$ cat src/rtl/fdr_pkg.sv
// package: offsets, field positions, reset values and timing for the drive registers
package fdr_pkg;
  // register addresses on the host i/o port
  localparam logic [9:0] FDR_ADDR_STATUS2 = 10'h3f1;
  localparam logic [9:0] FDR_ADDR_OUTCTL = 10'h3f2;
  localparam logic [9:0] FDR_ADDR_TAPE = 10'h3f3;
  localparam logic [9:0] FDR_ADDR_RATE = 10'h3f4;
  localparam logic [9:0] FDR_ADDR_DATA = 10'h3f5;
  localparam logic [9:0] FDR_ADDR_DIGIN = 10'h3f7;
  // output control field positions
  localparam int FDR_OC_SEL_LO = 0;
  localparam int FDR_OC_RST_N = 2;
  localparam int FDR_OC_GATE = 3;
  localparam int FDR_OC_MOT0 = 4;
  localparam int FDR_OC_MOT1 = 5;
  // rate register field positions
  localparam int FDR_RS_PRE_LO = 2;
  localparam int FDR_RS_LOWPWR = 6;
  localparam int FDR_RS_SWRST = 7;
  // second status field positions
  localparam int FDR_S2_WRITE_GATE = 2;
  localparam int FDR_S2_RDATA = 3;
  localparam int FDR_S2_WDATA = 4;
  localparam int FDR_S2_DS0 = 5;
  localparam int FDR_S2_DS1 = 6;
  // reset values
  localparam logic [7:0] FDR_OUTCTL_RST = 8'h00;
  localparam logic [1:0] FDR_TAPE_RST = 2'h0;
  localparam logic [7:0] FDR_RATE_RST = 8'h02;
  localparam logic [7:0] FDR_STAT2_BASIC = 8'h03;
  localparam logic [7:0] FDR_STAT2_ENH = 8'hc0;
  // software reset pulse least width
  localparam int FDR_CLK_MHZ = 125;
  localparam int FDR_SWRST_MIN_NS = 100;
  localparam int FDR_SWRST_CYC = (FDR_SWRST_MIN_NS * FDR_CLK_MHZ + 999) / 1000;
  // precompensation delay tenths of ns per code, below 2 mbps
  typedef enum logic [1:0] {FDR_MODE_BASIC, FDR_MODE_ALT, FDR_MODE_ENH} fdr_mode_e;
  function automatic logic [11:0] fdr_precomp_tenths(input logic [2:0] code);
    case (code)
      3'h7: fdr_precomp_tenths = 12'h000;
      3'h1: fdr_precomp_tenths = 12'h1a1;
      3'h2: fdr_precomp_tenths = 12'h341;
      3'h3: fdr_precomp_tenths = 12'h4e2;
      3'h4: fdr_precomp_tenths = 12'h683;
      3'h5: fdr_precomp_tenths = 12'h823;
      3'h6: fdr_precomp_tenths = 12'h9c4;
      default: fdr_precomp_tenths = 12'hfff;
    endcase
  endfunction
endpackage

$ cat src/rtl/fdr_regs.sv
// drive output, tape, rate and second status registers of the floppy controller
`timescale 1ns/1ps
`default_nettype none
// Functional notes
// - enhanced mode second status reads one on bits 6 and 7.
// - alternate status bit 2 sets on write gate rise, clears on input read.
// - alternate status bit 3 sets on read_data_n rise, clears on input read.
// - alternate status bit 4 sets on write_data_n rise, ungated, clears likewise.
// - alternate bits 5,6 show low selects; bits 0,1 read one.
// - output control writable anytime, kept on soft reset, zero on system reset.
// - output control bits 1:0 select one drive in binary.
// - bit 2 low holds controller reset; other registers stay unchanged.
// - soft reset pulse lasts at least 100 ns; back-to-back writes valid.
// - basic/alternate modes: bit 3 gates dma and interrupt, resets zero.
// - enhanced mode: dma and interrupt always enabled, bit 3 resets zero.
// - bits 4 and 5 drive motor outputs; bits 6,7 unsupported.
// - normal decode selects drive with its motor bit set.
// - swapped decode exchanges drives zero and one, selects and motors.
// - tape bits 1:0 assign tape to drive 1..3, never drive 0.
// - tape register survives the soft reset.
// - normal layout tape register reads zero on bits 7:2.
// - enhanced layout returns drive type pair and boot drive.
// - rate register write-only; last write of it or config rate wins.
// - rate register ignores soft reset; system reset loads 02h.
// - rate bits 4:2 choose write precompensation delay.
// - rate bit 7 resets controller and clears itself.
// - rate bit 6 enters low power until soft reset or data/status access.
// - precompensation codes map to fixed delays; 000 is default.
module fdr_regs
  import fdr_pkg::*;
#(
  parameter int SWRST_CYC = FDR_SWRST_CYC
) (
  input wire logic ref_clk,
  input wire logic arst_n,
  input wire logic [9:0] io_addr,
  input wire logic io_wr,
  input wire logic io_rd,
  input wire logic [7:0] io_wdata,
  output logic [7:0] io_rdata,
  input wire logic [1:0] sys_mode,
  input wire logic swap_drives,
  input wire logic tape_enhanced,
  input wire logic [7:0] drive_type_config,
  input wire logic [1:0] boot_drive,
  input wire logic cfg_rate_wr,
  input wire logic [1:0] cfg_rate_data,
  input wire logic write_gate,
  input wire logic read_data_n,
  input wire logic write_data_n,
  output logic drive_select_zero_n,
  output logic drive_select_one_n,
  output logic motor_zero_n,
  output logic motor_one_n,
  output logic dma_irq_gate,
  output logic ctrl_reset,
  output logic low_power,
  output logic [1:0] rate_code,
  output logic [2:0] precomp_code,
  output logic [11:0] precomp_tenths,
  output logic [1:0] tape_drive
);
  logic [7:0] outctl_r;
  logic [1:0] tape_r;
  logic [1:0] rate_r;
  logic [2:0] pre_r;
  logic lowpwr_r;
  logic [7:0] swcnt_r;
  logic [2:0] flag_r;
  logic ds0_n_r;
  logic ds1_n_r;
  logic mot0_n_r;
  logic mot1_n_r;
  logic gate_r;
  logic crst_r;
  logic [7:0] rdata_r;
  logic [7:0] rdata_nxt;
  logic [11:0] tenths_r;
  logic [2:0] s_rise;
  logic wr_oc;
  logic wr_rate;
  logic rd_dir;
  logic ds0_nxt;
  logic ds1_nxt;
  logic sel0;
  logic sel1;
  fdr_mode_e mode;

  assign mode = fdr_mode_e'(sys_mode);
  assign wr_oc = io_wr && io_addr == FDR_ADDR_OUTCTL;
  assign wr_rate = io_wr && io_addr == FDR_ADDR_RATE;
  assign rd_dir = io_rd && io_addr == FDR_ADDR_DIGIN;

  // ------------------------------------------------------------
  // drive pin synchronisers
  // ------------------------------------------------------------
  fdr_sync_edge #(.WIDTH(3), .IDLE(3'h6)) u_sync (
    .ref_clk(ref_clk),
    .arst_n(arst_n),
    .async_in({write_data_n, read_data_n, write_gate}),
    .level(),
    .rise(s_rise),
    .fall()
  );

  // ------------------------------------------------------------
  // output control register
  // ------------------------------------------------------------
  always_ff @(posedge ref_clk or negedge arst_n)
  begin
    if (!arst_n)
      outctl_r <= FDR_OUTCTL_RST;
    else if (wr_oc)
      outctl_r <= io_wdata;
  end

  // ------------------------------------------------------------
  // tape assign register
  // ------------------------------------------------------------
  always_ff @(posedge ref_clk or negedge arst_n)
  begin
    if (!arst_n)
      tape_r <= FDR_TAPE_RST;
    else if (io_wr && io_addr == FDR_ADDR_TAPE)
      tape_r <= io_wdata[1:0];
  end

  // ------------------------------------------------------------
  // rate and precompensation select
  // ------------------------------------------------------------
  always_ff @(posedge ref_clk or negedge arst_n)
  begin
    if (!arst_n)
    begin
      rate_r <= FDR_RATE_RST[1:0];
      pre_r <= FDR_RATE_RST[4:2];
      tenths_r <= fdr_precomp_tenths(FDR_RATE_RST[4:2]);
    end
    else if (wr_rate)
    begin
      rate_r <= io_wdata[1:0];
      pre_r <= io_wdata[4:2];
      tenths_r <= fdr_precomp_tenths(io_wdata[4:2]);
    end
    else if (cfg_rate_wr)
      rate_r <= cfg_rate_data;
  end

  // low power: exits on soft reset or data/status access
  always_ff @(posedge ref_clk or negedge arst_n)
  begin
    if (!arst_n)
      lowpwr_r <= 1'b0;
    else if (crst_r || ((io_rd || io_wr) &&
             (io_addr == FDR_ADDR_DATA || io_addr == FDR_ADDR_RATE) &&
             !(wr_rate && io_wdata[FDR_RS_LOWPWR])))
      lowpwr_r <= 1'b0;
    else if (wr_rate && io_wdata[FDR_RS_LOWPWR])
      lowpwr_r <= 1'b1;
  end

  // ------------------------------------------------------------
  // controller software reset
  // ------------------------------------------------------------
  always_ff @(posedge ref_clk or negedge arst_n)
  begin
    if (!arst_n)
      swcnt_r <= '0;
    else if ((wr_rate && io_wdata[FDR_RS_SWRST]) ||
             (wr_oc && !io_wdata[FDR_OC_RST_N]))
      swcnt_r <= 8'(SWRST_CYC);
    else if (swcnt_r != '0)
      swcnt_r <= swcnt_r - 8'h01;
  end

  always_ff @(posedge ref_clk or negedge arst_n)
  begin
    if (!arst_n)
      crst_r <= 1'b1;
    else
      crst_r <= !outctl_r[FDR_OC_RST_N] || swcnt_r != '0 ||
                (wr_rate && io_wdata[FDR_RS_SWRST]) ||
                (wr_oc && !io_wdata[FDR_OC_RST_N]);
  end

  // ------------------------------------------------------------
  // drive and motor decode
  // ------------------------------------------------------------
  assign sel0 = outctl_r[1:0] == 2'h0 && outctl_r[FDR_OC_MOT0];
  assign sel1 = outctl_r[1:0] == 2'h1 && outctl_r[FDR_OC_MOT1];
  assign ds0_nxt = swap_drives ? !sel1 : !sel0;
  assign ds1_nxt = swap_drives ? !sel0 : !sel1;

  always_ff @(posedge ref_clk or negedge arst_n)
  begin
    if (!arst_n)
    begin
      ds0_n_r <= 1'b1;
      ds1_n_r <= 1'b1;
      mot0_n_r <= 1'b1;
      mot1_n_r <= 1'b1;
    end
    else
    begin
      ds0_n_r <= ds0_nxt;
      ds1_n_r <= ds1_nxt;
      mot0_n_r <= swap_drives ? !outctl_r[FDR_OC_MOT1] :
                  !outctl_r[FDR_OC_MOT0];
      mot1_n_r <= swap_drives ? !outctl_r[FDR_OC_MOT0] :
                  !outctl_r[FDR_OC_MOT1];
    end
  end

  always_ff @(posedge ref_clk or negedge arst_n)
  begin
    if (!arst_n)
      gate_r <= 1'b0;
    else
      gate_r <= mode == FDR_MODE_ENH || outctl_r[FDR_OC_GATE];
  end

  // ------------------------------------------------------------
  // latched pin flags, set beats clear
  // ------------------------------------------------------------
  always_ff @(posedge ref_clk or negedge arst_n)
  begin
    if (!arst_n)
      flag_r <= '0;
    else
      flag_r <= (rd_dir ? 3'h0 : flag_r) |
                s_rise;
  end

  // ------------------------------------------------------------
  // read data
  // ------------------------------------------------------------
  always_comb
  begin
    rdata_nxt = '0;
    case (io_addr)
      FDR_ADDR_STATUS2:
      begin
        if (mode == FDR_MODE_ENH)
          rdata_nxt = FDR_STAT2_ENH | {6'h00, !mot1_n_r, !mot0_n_r};
        else
        begin
          rdata_nxt = FDR_STAT2_BASIC;
          rdata_nxt[FDR_S2_WRITE_GATE] = flag_r[0];
          rdata_nxt[FDR_S2_RDATA] = flag_r[1];
          rdata_nxt[FDR_S2_WDATA] = flag_r[2];
          rdata_nxt[FDR_S2_DS0] = ds0_n_r;
          rdata_nxt[FDR_S2_DS1] = ds1_n_r;
          rdata_nxt[7] = 1'b1;
        end
      end
      FDR_ADDR_OUTCTL: rdata_nxt = outctl_r;
      FDR_ADDR_TAPE:
      begin
        if (tape_enhanced)
          rdata_nxt = {2'h0, drive_type_config[{outctl_r[1:0], 1'b1}],
                       drive_type_config[{outctl_r[1:0], 1'b0}],
                       boot_drive, tape_r};
        else
          rdata_nxt = {6'h00, tape_r};
      end
      default: rdata_nxt = '0;
    endcase
  end

  always_ff @(posedge ref_clk or negedge arst_n)
  begin
    if (!arst_n)
      rdata_r <= '0;
    else if (io_rd)
      rdata_r <= rdata_nxt;
  end

  // ------------------------------------------------------------
  // outputs
  // ------------------------------------------------------------
  assign io_rdata = rdata_r;
  assign drive_select_zero_n = ds0_n_r;
  assign drive_select_one_n = ds1_n_r;
  assign motor_zero_n = mot0_n_r;
  assign motor_one_n = mot1_n_r;
  assign dma_irq_gate = gate_r;
  assign ctrl_reset = crst_r;
  assign low_power = lowpwr_r;
  assign rate_code = rate_r;
  assign precomp_code = pre_r;
  assign precomp_tenths = tenths_r;
  assign tape_drive = tape_r;

  // ------------------------------------------------------------
  // assertions
  // ------------------------------------------------------------
  a_swrst_width: assert property (@(posedge ref_clk) disable iff (!arst_n)
    wr_rate && io_wdata[FDR_RS_SWRST] |=> ctrl_reset [*2])
    else $error("soft reset pulse too short");
  a_oc_rst_hold: assert property (@(posedge ref_clk) disable iff (!arst_n)
    wr_oc && !io_wdata[FDR_OC_RST_N] ##1 !wr_oc |=> ctrl_reset)
    else $error("reset bit low not holding controller");
  a_one_select: assert property (@(posedge ref_clk) disable iff (!arst_n)
    !(!drive_select_zero_n && !drive_select_one_n))
    else $error("two drives selected");
  a_oc_write: assert property (@(posedge ref_clk) disable iff (!arst_n)
    wr_oc |=> outctl_r == $past(io_wdata))
    else $error("output control write lost");
  a_gate_enh: assert property (@(posedge ref_clk) disable iff (!arst_n)
    mode == FDR_MODE_ENH ##1 mode == FDR_MODE_ENH |-> dma_irq_gate)
    else $error("gate off in enhanced mode");
  a_gate_basic: assert property (@(posedge ref_clk) disable iff (!arst_n)
    mode != FDR_MODE_ENH && !outctl_r[FDR_OC_GATE] |=> !dma_irq_gate)
    else $error("gate on while disabled");
  a_write_gate_flag: assert property (@(posedge ref_clk) disable iff (!arst_n)
    s_rise[0] |=> flag_r[0])
    else $error("write gate flag not latched");
  a_flag_clear: assert property (@(posedge ref_clk) disable iff (!arst_n)
    rd_dir && s_rise[1] == 1'b0 |=> !flag_r[1])
    else $error("read data flag not cleared");
  a_rate_cfg: assert property (@(posedge ref_clk) disable iff (!arst_n)
    cfg_rate_wr && !wr_rate |=> rate_code == $past(cfg_rate_data))
    else $error("config rate write lost");
  a_sel_motor: assert property (@(posedge ref_clk) disable iff (!arst_n)
    !swap_drives && outctl_r[1:0] == 2'h0 && !outctl_r[FDR_OC_MOT0]
    ##1 !swap_drives |-> drive_select_zero_n)
    else $error("drive selected without motor bit");
  c_swrst: cover property (@(posedge ref_clk) disable iff (!arst_n)
    wr_oc && !io_wdata[FDR_OC_RST_N] ##1 wr_oc && io_wdata[FDR_OC_RST_N]);
  c_lowpwr: cover property (@(posedge ref_clk) disable iff (!arst_n)
    $rose(low_power));
  c_swap: cover property (@(posedge ref_clk) disable iff (!arst_n)
    swap_drives && !drive_select_one_n);
endmodule
`default_nettype wire

$ cat src/rtl/fdr_sync_edge.sv
// two-flop synchroniser with rise and fall pulses
`timescale 1ns/1ps
`default_nettype none
module fdr_sync_edge #(
  parameter int WIDTH = 1,
  parameter logic [WIDTH-1:0] IDLE = '0
) (
  input wire logic ref_clk,
  input wire logic arst_n,
  input wire logic [WIDTH-1:0] async_in,
  output logic [WIDTH-1:0] level,
  output logic [WIDTH-1:0] rise,
  output logic [WIDTH-1:0] fall
);
  logic [WIDTH-1:0] meta_r;
  logic [WIDTH-1:0] sync_r;
  logic [WIDTH-1:0] last_r;

  always_ff @(posedge ref_clk or negedge arst_n)
  begin
    if (!arst_n)
    begin
      // idle level at reset, so no false edge follows reset
      meta_r <= IDLE;
      sync_r <= IDLE;
      last_r <= IDLE;
    end
    else
    begin
      meta_r <= async_in;
      sync_r <= meta_r;
      last_r <= sync_r;
    end
  end

  assign level = sync_r;
  assign rise = sync_r & ~last_r;
  assign fall = ~sync_r & last_r;
endmodule
`default_nettype wire

$ cat config.mk
export PLATFORM = sky130hd
export DESIGN_NAME = fdr_regs
export DESIGN_NICKNAME = d
export VERILOG_FILES = /design/src/rtl/fdr_pkg.sv /design/src/rtl/fdr_regs.sv /design/src/rtl/fdr_sync_edge.sv
export SDC_FILE = /design/constraint.sdc
export NUM_CORES = 1
export LEC_CHECK = 0
export ABC_AREA = 1
export BUFFER_PORTS_ARGS = -buffer_cell sky130_fd_sc_hd__buf_4
export CAP_MARGIN = 10
export CORE_AREA = 2 2 80 82
export CTS_BUF_LIST = sky130_fd_sc_hd__clkbuf_4
export DETAILED_ROUTE_END_ITERATION = 12
export DIE_AREA = 0 0 82 84
export PLACE_DENSITY = 0.78
export SLEW_MARGIN = 20
export SYNTH_ARGS = -nofsm -noshare
export SYNTH_HDL_FRONTEND = slang
export SYNTH_SLANG_ARGS = --single-unit
export TNS_END_PERCENT = 100
$ cat constraint.sdc
create_clock -name ref_clk -period 3.12 [get_ports ref_clk]
set_input_delay 0.624 -clock ref_clk [delete_from_list [all_inputs] [get_ports ref_clk]]
set_output_delay 0.624 -clock ref_clk [all_outputs]
set_load 0.005 [all_outputs]
# Word level (Yosys, flattened, before mapping)
# Index checks and enable logic that the tools add are counted.
[op_classes]
add_sub_neg = 1
magnitude_cmp = 2
n_eq_ne = 15
mux = 19
n_bitwise = 3
n_reduce_logical = 33
[op_table]
columns = ["op", "count"]
rows = [
  ["$pmux 12 s7", 1],
  ["$eq 10x10->1 const B", 6],
  ["$pmux 8 s3", 1],
  ["$mux 8", 2],
  ["$eq 3x3->1 const B", 4],
  ["$logic_and 1x1->1", 11],
  ["$logic_not 1->1", 9],
  ["$logic_or 1x1->1", 8],
  ["$lt 3x4->1 const B", 2],
  ["$mux 1", 8],
  ["$reduce_bool 8->1", 1],
  ["$sub 8x1->8 const B", 1],
  ["$mux 7", 1],
  ["$eq 3x2->1 const B", 2],
  ["$mux 6", 1],
  ["$reduce_bool 2->1", 3],
  ["$bmux 1 s2", 2],
  ["$mux 2", 2],
  ["$and 3x3->3", 1],
  ["$eq 3x1->1 const B", 1],
  ["$mux 3", 1],
  ["$not 3->3", 1],
  ["$or 3x3->3", 1],
  ["$eq 2x1->1 const B", 1],
  ["other kinds (2)", 2],
]
[word_totals]
register_bits = 62
wordCells = 91

# Longest topological paths before layout
[depth]
depth_word = 7
mapped_depth = 10
ltp_nobuf = 9

# Cells and area by module
# A second synthesis with hierarchy kept.
[hier_totals]
hier_cells = 380
area_unflattened_um2 = 3100.5
[modules_own_cells]
columns = ["mod", "instances", "cells_per_inst", "area_each_um2", "seq_area_each_um2"]
rows = [
  ["fdr_regs", 1, 359, 2822.7, 1322.5],
  ["fdr_sync_edge", 1, 21, 277.8, 232.7],
]

# Worst setup path before layout
# OpenSTA, ideal clock, no wires.
[synth_path]
path_kind = "input to register"
from = "in io_addr[8]"
to = "reg swcnt_r[6]"
setup_ps = 117
t_arrival_ps = 1487
required_ps = 3003
setup_slack_ps = 1516
stages = 7
path_buffers = 0
path_cell_list = "nand2_1 -> inv_1 -> nand2_1 -> nor2_2 -> nand4_1 -> nand2_1 -> nor2_1"
[synth_via]
elab_chain_cells = 5
[synth_rtl]
columns = ["item", "line_no", "rtl"]
rows = [
  ["from (decl)", "fdr_regs.sv:36", "input wire logic [9:0] io_addr,"],
  ["$eq 10x10->1, on equally long branches", "fdr_regs.sv:91, fdr_regs.sv:90", ""],
  ["$logic_and 1x1->1, on equally long branches", "fdr_regs.sv:91, fdr_regs.sv:90", ""],
  ["$logic_and 1x1->1, on equally long branches", "fdr_regs.sv:169, fdr_regs.sv:170", ""],
  ["$logic_or 1x1->1 *", "fdr_regs.sv:169", "else if ((wr_rate && io_wdata[FDR_RS_SWRST]) ||"],
  ["$mux 8 / $reduce_bool 2->1 (equally long branches)", "n/a", ""],
  ["to (signal assigned)", "fdr_regs.sv:171", "swcnt_r <= 8'(SWRST_CYC);"],
  ["to (signal assigned)", "fdr_regs.sv:173", "swcnt_r <= swcnt_r - 8'h01;"],
  ["to (decl)", "fdr_regs.sv:68", "logic [7:0] swcnt_r;"],
]
# Every way passes the cells marked *; elsewhere a longest branch is shown, timed or not.
# A chain may end at the register's enable or synchronous reset.

# Final worst setup path
# Same ends and word-level chain as after synthesis.

==> results_dict.tcl <==
set metrics [dict create \
    antenna_left 0 \
    clkSinkCount 61 \
    post-synth-top-count-cell "nand2_1" \
    grt_pass1_wl_mm 11.8 \
    drc_errors 0 \
    nNetsFinal 498 \
    r2r_end "swcnt_r[6]$_DFFE_PN0P_" \
    path_max_fanout 14 \
    rsz0062_at_grt "false" \
    syn_nets 420 \
    syn_area_per_cell_um2 8.09 \
    status "finished, final reports clean" \
    final_util_pct 62.4 \
    drive_gt1_share_pct 28.8 \
    wl_per_cell_um 12.9 \
    synth_xor_area_share_pct 1.44 \
    worstSetupStartpointType "input port" \
    hold_violations 0 \
    rows 29 \
    clk_latency_ns 0.41 \
    cts_hold_buf 0 \
    synthTopCellsByCount "105 x nand2_1, 47 x inv_1, 40 x nand3_1" \
    synth-seq-cells 61 \
    swShare_pct 27.3 \
    p_leak_uw 0.00202 \
    hpwl_mm 5.20 \
    yosysSeqAreaShare_pct 51.1 \
    synth_compound_area_share_pct 7.28 \
    post-cts-setup-buffer-count 0 \
    cellPowerDensity_nw_per_um2 476 \
    drtPass1Iterations 4 \
    cts_root_buf "clkbuf_4" \
    synth-simple-area-share_pct 31.4 \
    crit_top_cell "nand2_1" \
    synth-async-reset-ratio_pct 100 \
    crit_type "input port to flop" \
    wl_met1_mm 3.03 \
    p_clk_share_pct 33.8 \
    crit_slowest_cell "inv_1" \
    period_share_pct 55.7 \
    switchingPower_uw 496 \
    syn_to_final_growth_pct 25.1 \
    dieArea_um2 6890 \
    drt_wl_total_mm 6.89 \
    required_ns 3.42 \
    cts-buffers-inserted 9 \
    synth_top_family_by_area "simple AND/OR/NAND/NOR gates" \
    power_uw 1810 \
    reg2reg_depth 9 \
    clock_path_buffers 2 \
    antenna_found_initial 0 \
    grt.overflow.total 0 \
    routed-wl-met3_um 359 \
    fin_skew_ns 0.0147 \
    die_w_um 82 \
    vdd_ir_drop_max_v 0.000317 \
    synth-edff-count 0 \
    pwr-share-comb_pct 16.1 \
    cp.arrival_ns 2.04 \
    fmax_mhz 575 \
    setup_ws_ns 1.38 \
    core_area_um2 6100 \
    met2_length_mm 3.27 \
    worstPathCellList "buf_4, nand2_1, inv_1, nand2_1, nor2_2, nand4_1, nand2_1, nor2_1" \
    r2r-start "swcnt_r[0]$_DFFE_PN0P_" \
    drv_slew 0 \
    synth_cells 376 \
    period_minus_slack_ns 1.74 \
    hold_class "input port to asynchronous set/reset pin" \
    cts-resized-gates 0 \
    cts.clk_slew.worst_paths_ns 0.11 \
    antenna_cells 0 \
    place_congestion 0.855 \
    highest_layer "met4" \
    ys.flop_type "dfrtp_1" \
    r2r_slack_ns 1.55 \
    synthAdderAreaFrac_pct 0.822 \
    tns_ns 0 \
    ios 76 \
    pre_cts_slack_ns 1.01 \
    detail_route.vias_per_cell 5.12 \
    slew_headroom_pct 50.9 \
    internal-power_uw 1320 \
    setup_viol 0 \
    synth_area_um2 3040 \
    yosys.area.top_type "dfrtp_1" \
    synthTopCellsByArea "dfrtp_1 31%, dfstp_2 20%, nand2_1 13%" \
    vias 2742 \
    cpPeakStageDelay_ns 0.34 \
    synth_top_cell_area_share_pct 31.3 \
    max_cap_viol_count 0 \
    grt_pass1_vias 2590 \
    cts.htree.levels 3 \
    cts_tree "done" \
    synthMuxAreaShare_pct 0 \
    pwr-share-seq_pct 50.1 \
    grt_max_degree 62 \
    cp-end-kind "flop" \
    ys_types 31 \
    numPortBuffers 75 \
    initialDrtViolationCount 149 \
    track_usage_pct 22.4 \
    die_h_um 84 \
    tightestPinTransition_ns 0.736 \
    yosys_warnings 0 \
    start_util_pct 49.9 \
]
[power by group through the flow]
stage	Clock, uW	Combinational, uW	Sequential [uW]
after global routing	667	342	915
final	612	293	908
after global placement	0	283	918
after CTS	622	294	907
after floorplan	0	187	908
after detailed placement	0	293	922
[cells by family (layout without fill, tap and decap cells)]
| logic type | count (synthesis) | count (layout) |
|---|---|---|
| simple gates | 209 | 209 |
| flops | 61 | 61 |
| buf+inv | 58 | 141 |
| compound gates | 41 | 41 |
| xor+xnor | 5 | 5 |
| fa+ha+maj | 2 | 2 |
[layer usage]
layer / global-route usage, % / up-vias
met4: 11.4 / 0
met2: 34.4 / 80
met3: 4.11 / 18
li1: - / 1363
met1: 29.9 / 1281
met5: 0 / -
[how the worst max path moves through the flow]
stage | to | startpoint | cells after the start
after floorplan | swcnt_r[6]$_DFFE_PN0P_ | io_addr[8] | 7
after global placement | swcnt_r[6]$_DFFE_PN0P_ | io_addr[8] | 8
after detailed placement | swcnt_r[1]$_DFFE_PN0P_ | io_addr[8] | 8
after CTS | swcnt_r[1]$_DFFE_PN0P_ | io_addr[8] | 8
after global routing | swcnt_r[1]$_DFFE_PN0P_ | io_addr[8] | 8
final | swcnt_r[6]$_DFFE_PN0P_ | io_addr[8] | 8
[flip-flops by register name, summed over array words and instances, names as in the netlist]
register             cells
precomp_tenths          11
io_rdata                 8
outctl_r                 8
swcnt_r                  8
flag_r                   3
precomp_code             3
u_sync.last_r            3
u_sync.level             3
u_sync.meta_r            3
rate_code                2
tape_drive               2
ctrl_reset               1
dma_irq_gate             1
drive_select_one_n       1
drive_select_zero_n      1
low_power                1
motor_one_n              1
motor_zero_n             1
[final cells by class]
type                    count  area (um2)
clock inverters             6        78.8
repair buffers             76         571
fillers                   557        2290
inverters                  49         184
clock buffers              10        75.1
flip-flops and latches     61        1560
well taps                  77        96.3
multi-input cells         257        1250
[metrics by stage]
step           hold slack (ns)  cell area [um2]  cells
6_report                 0.261             3810    536
5_1_grt                  0.269             3810    536
4_1_cts                  0.285             3810    536
3_5_place_dp             0.336             3650    520
3_3_place_gp             0.336             3650    520
2_1_floorplan            0.328             3040    376
[placed cells by master (no fill, tap or decap), drive strengths merged]
master,n
nand4,10
inv,48
clkbuf,10
bufinv,2
ha,2
dfstp,23
nand2,110
o2111ai,1
buf,76
o211ai,2
nor3,7
xor2,3
nand3b,1
clkinv,5
dfrtp,38
nor2,41
o21ai,34
a21oi,4
nand3,40
xnor2,2
[critical path, delay by kind of cell]
kind                   cells  cell delay (ns)
buffers and inverters      2             0.42
AND/OR/NAND/NOR            6             0.99
Power figures use the tool's default switching activity.
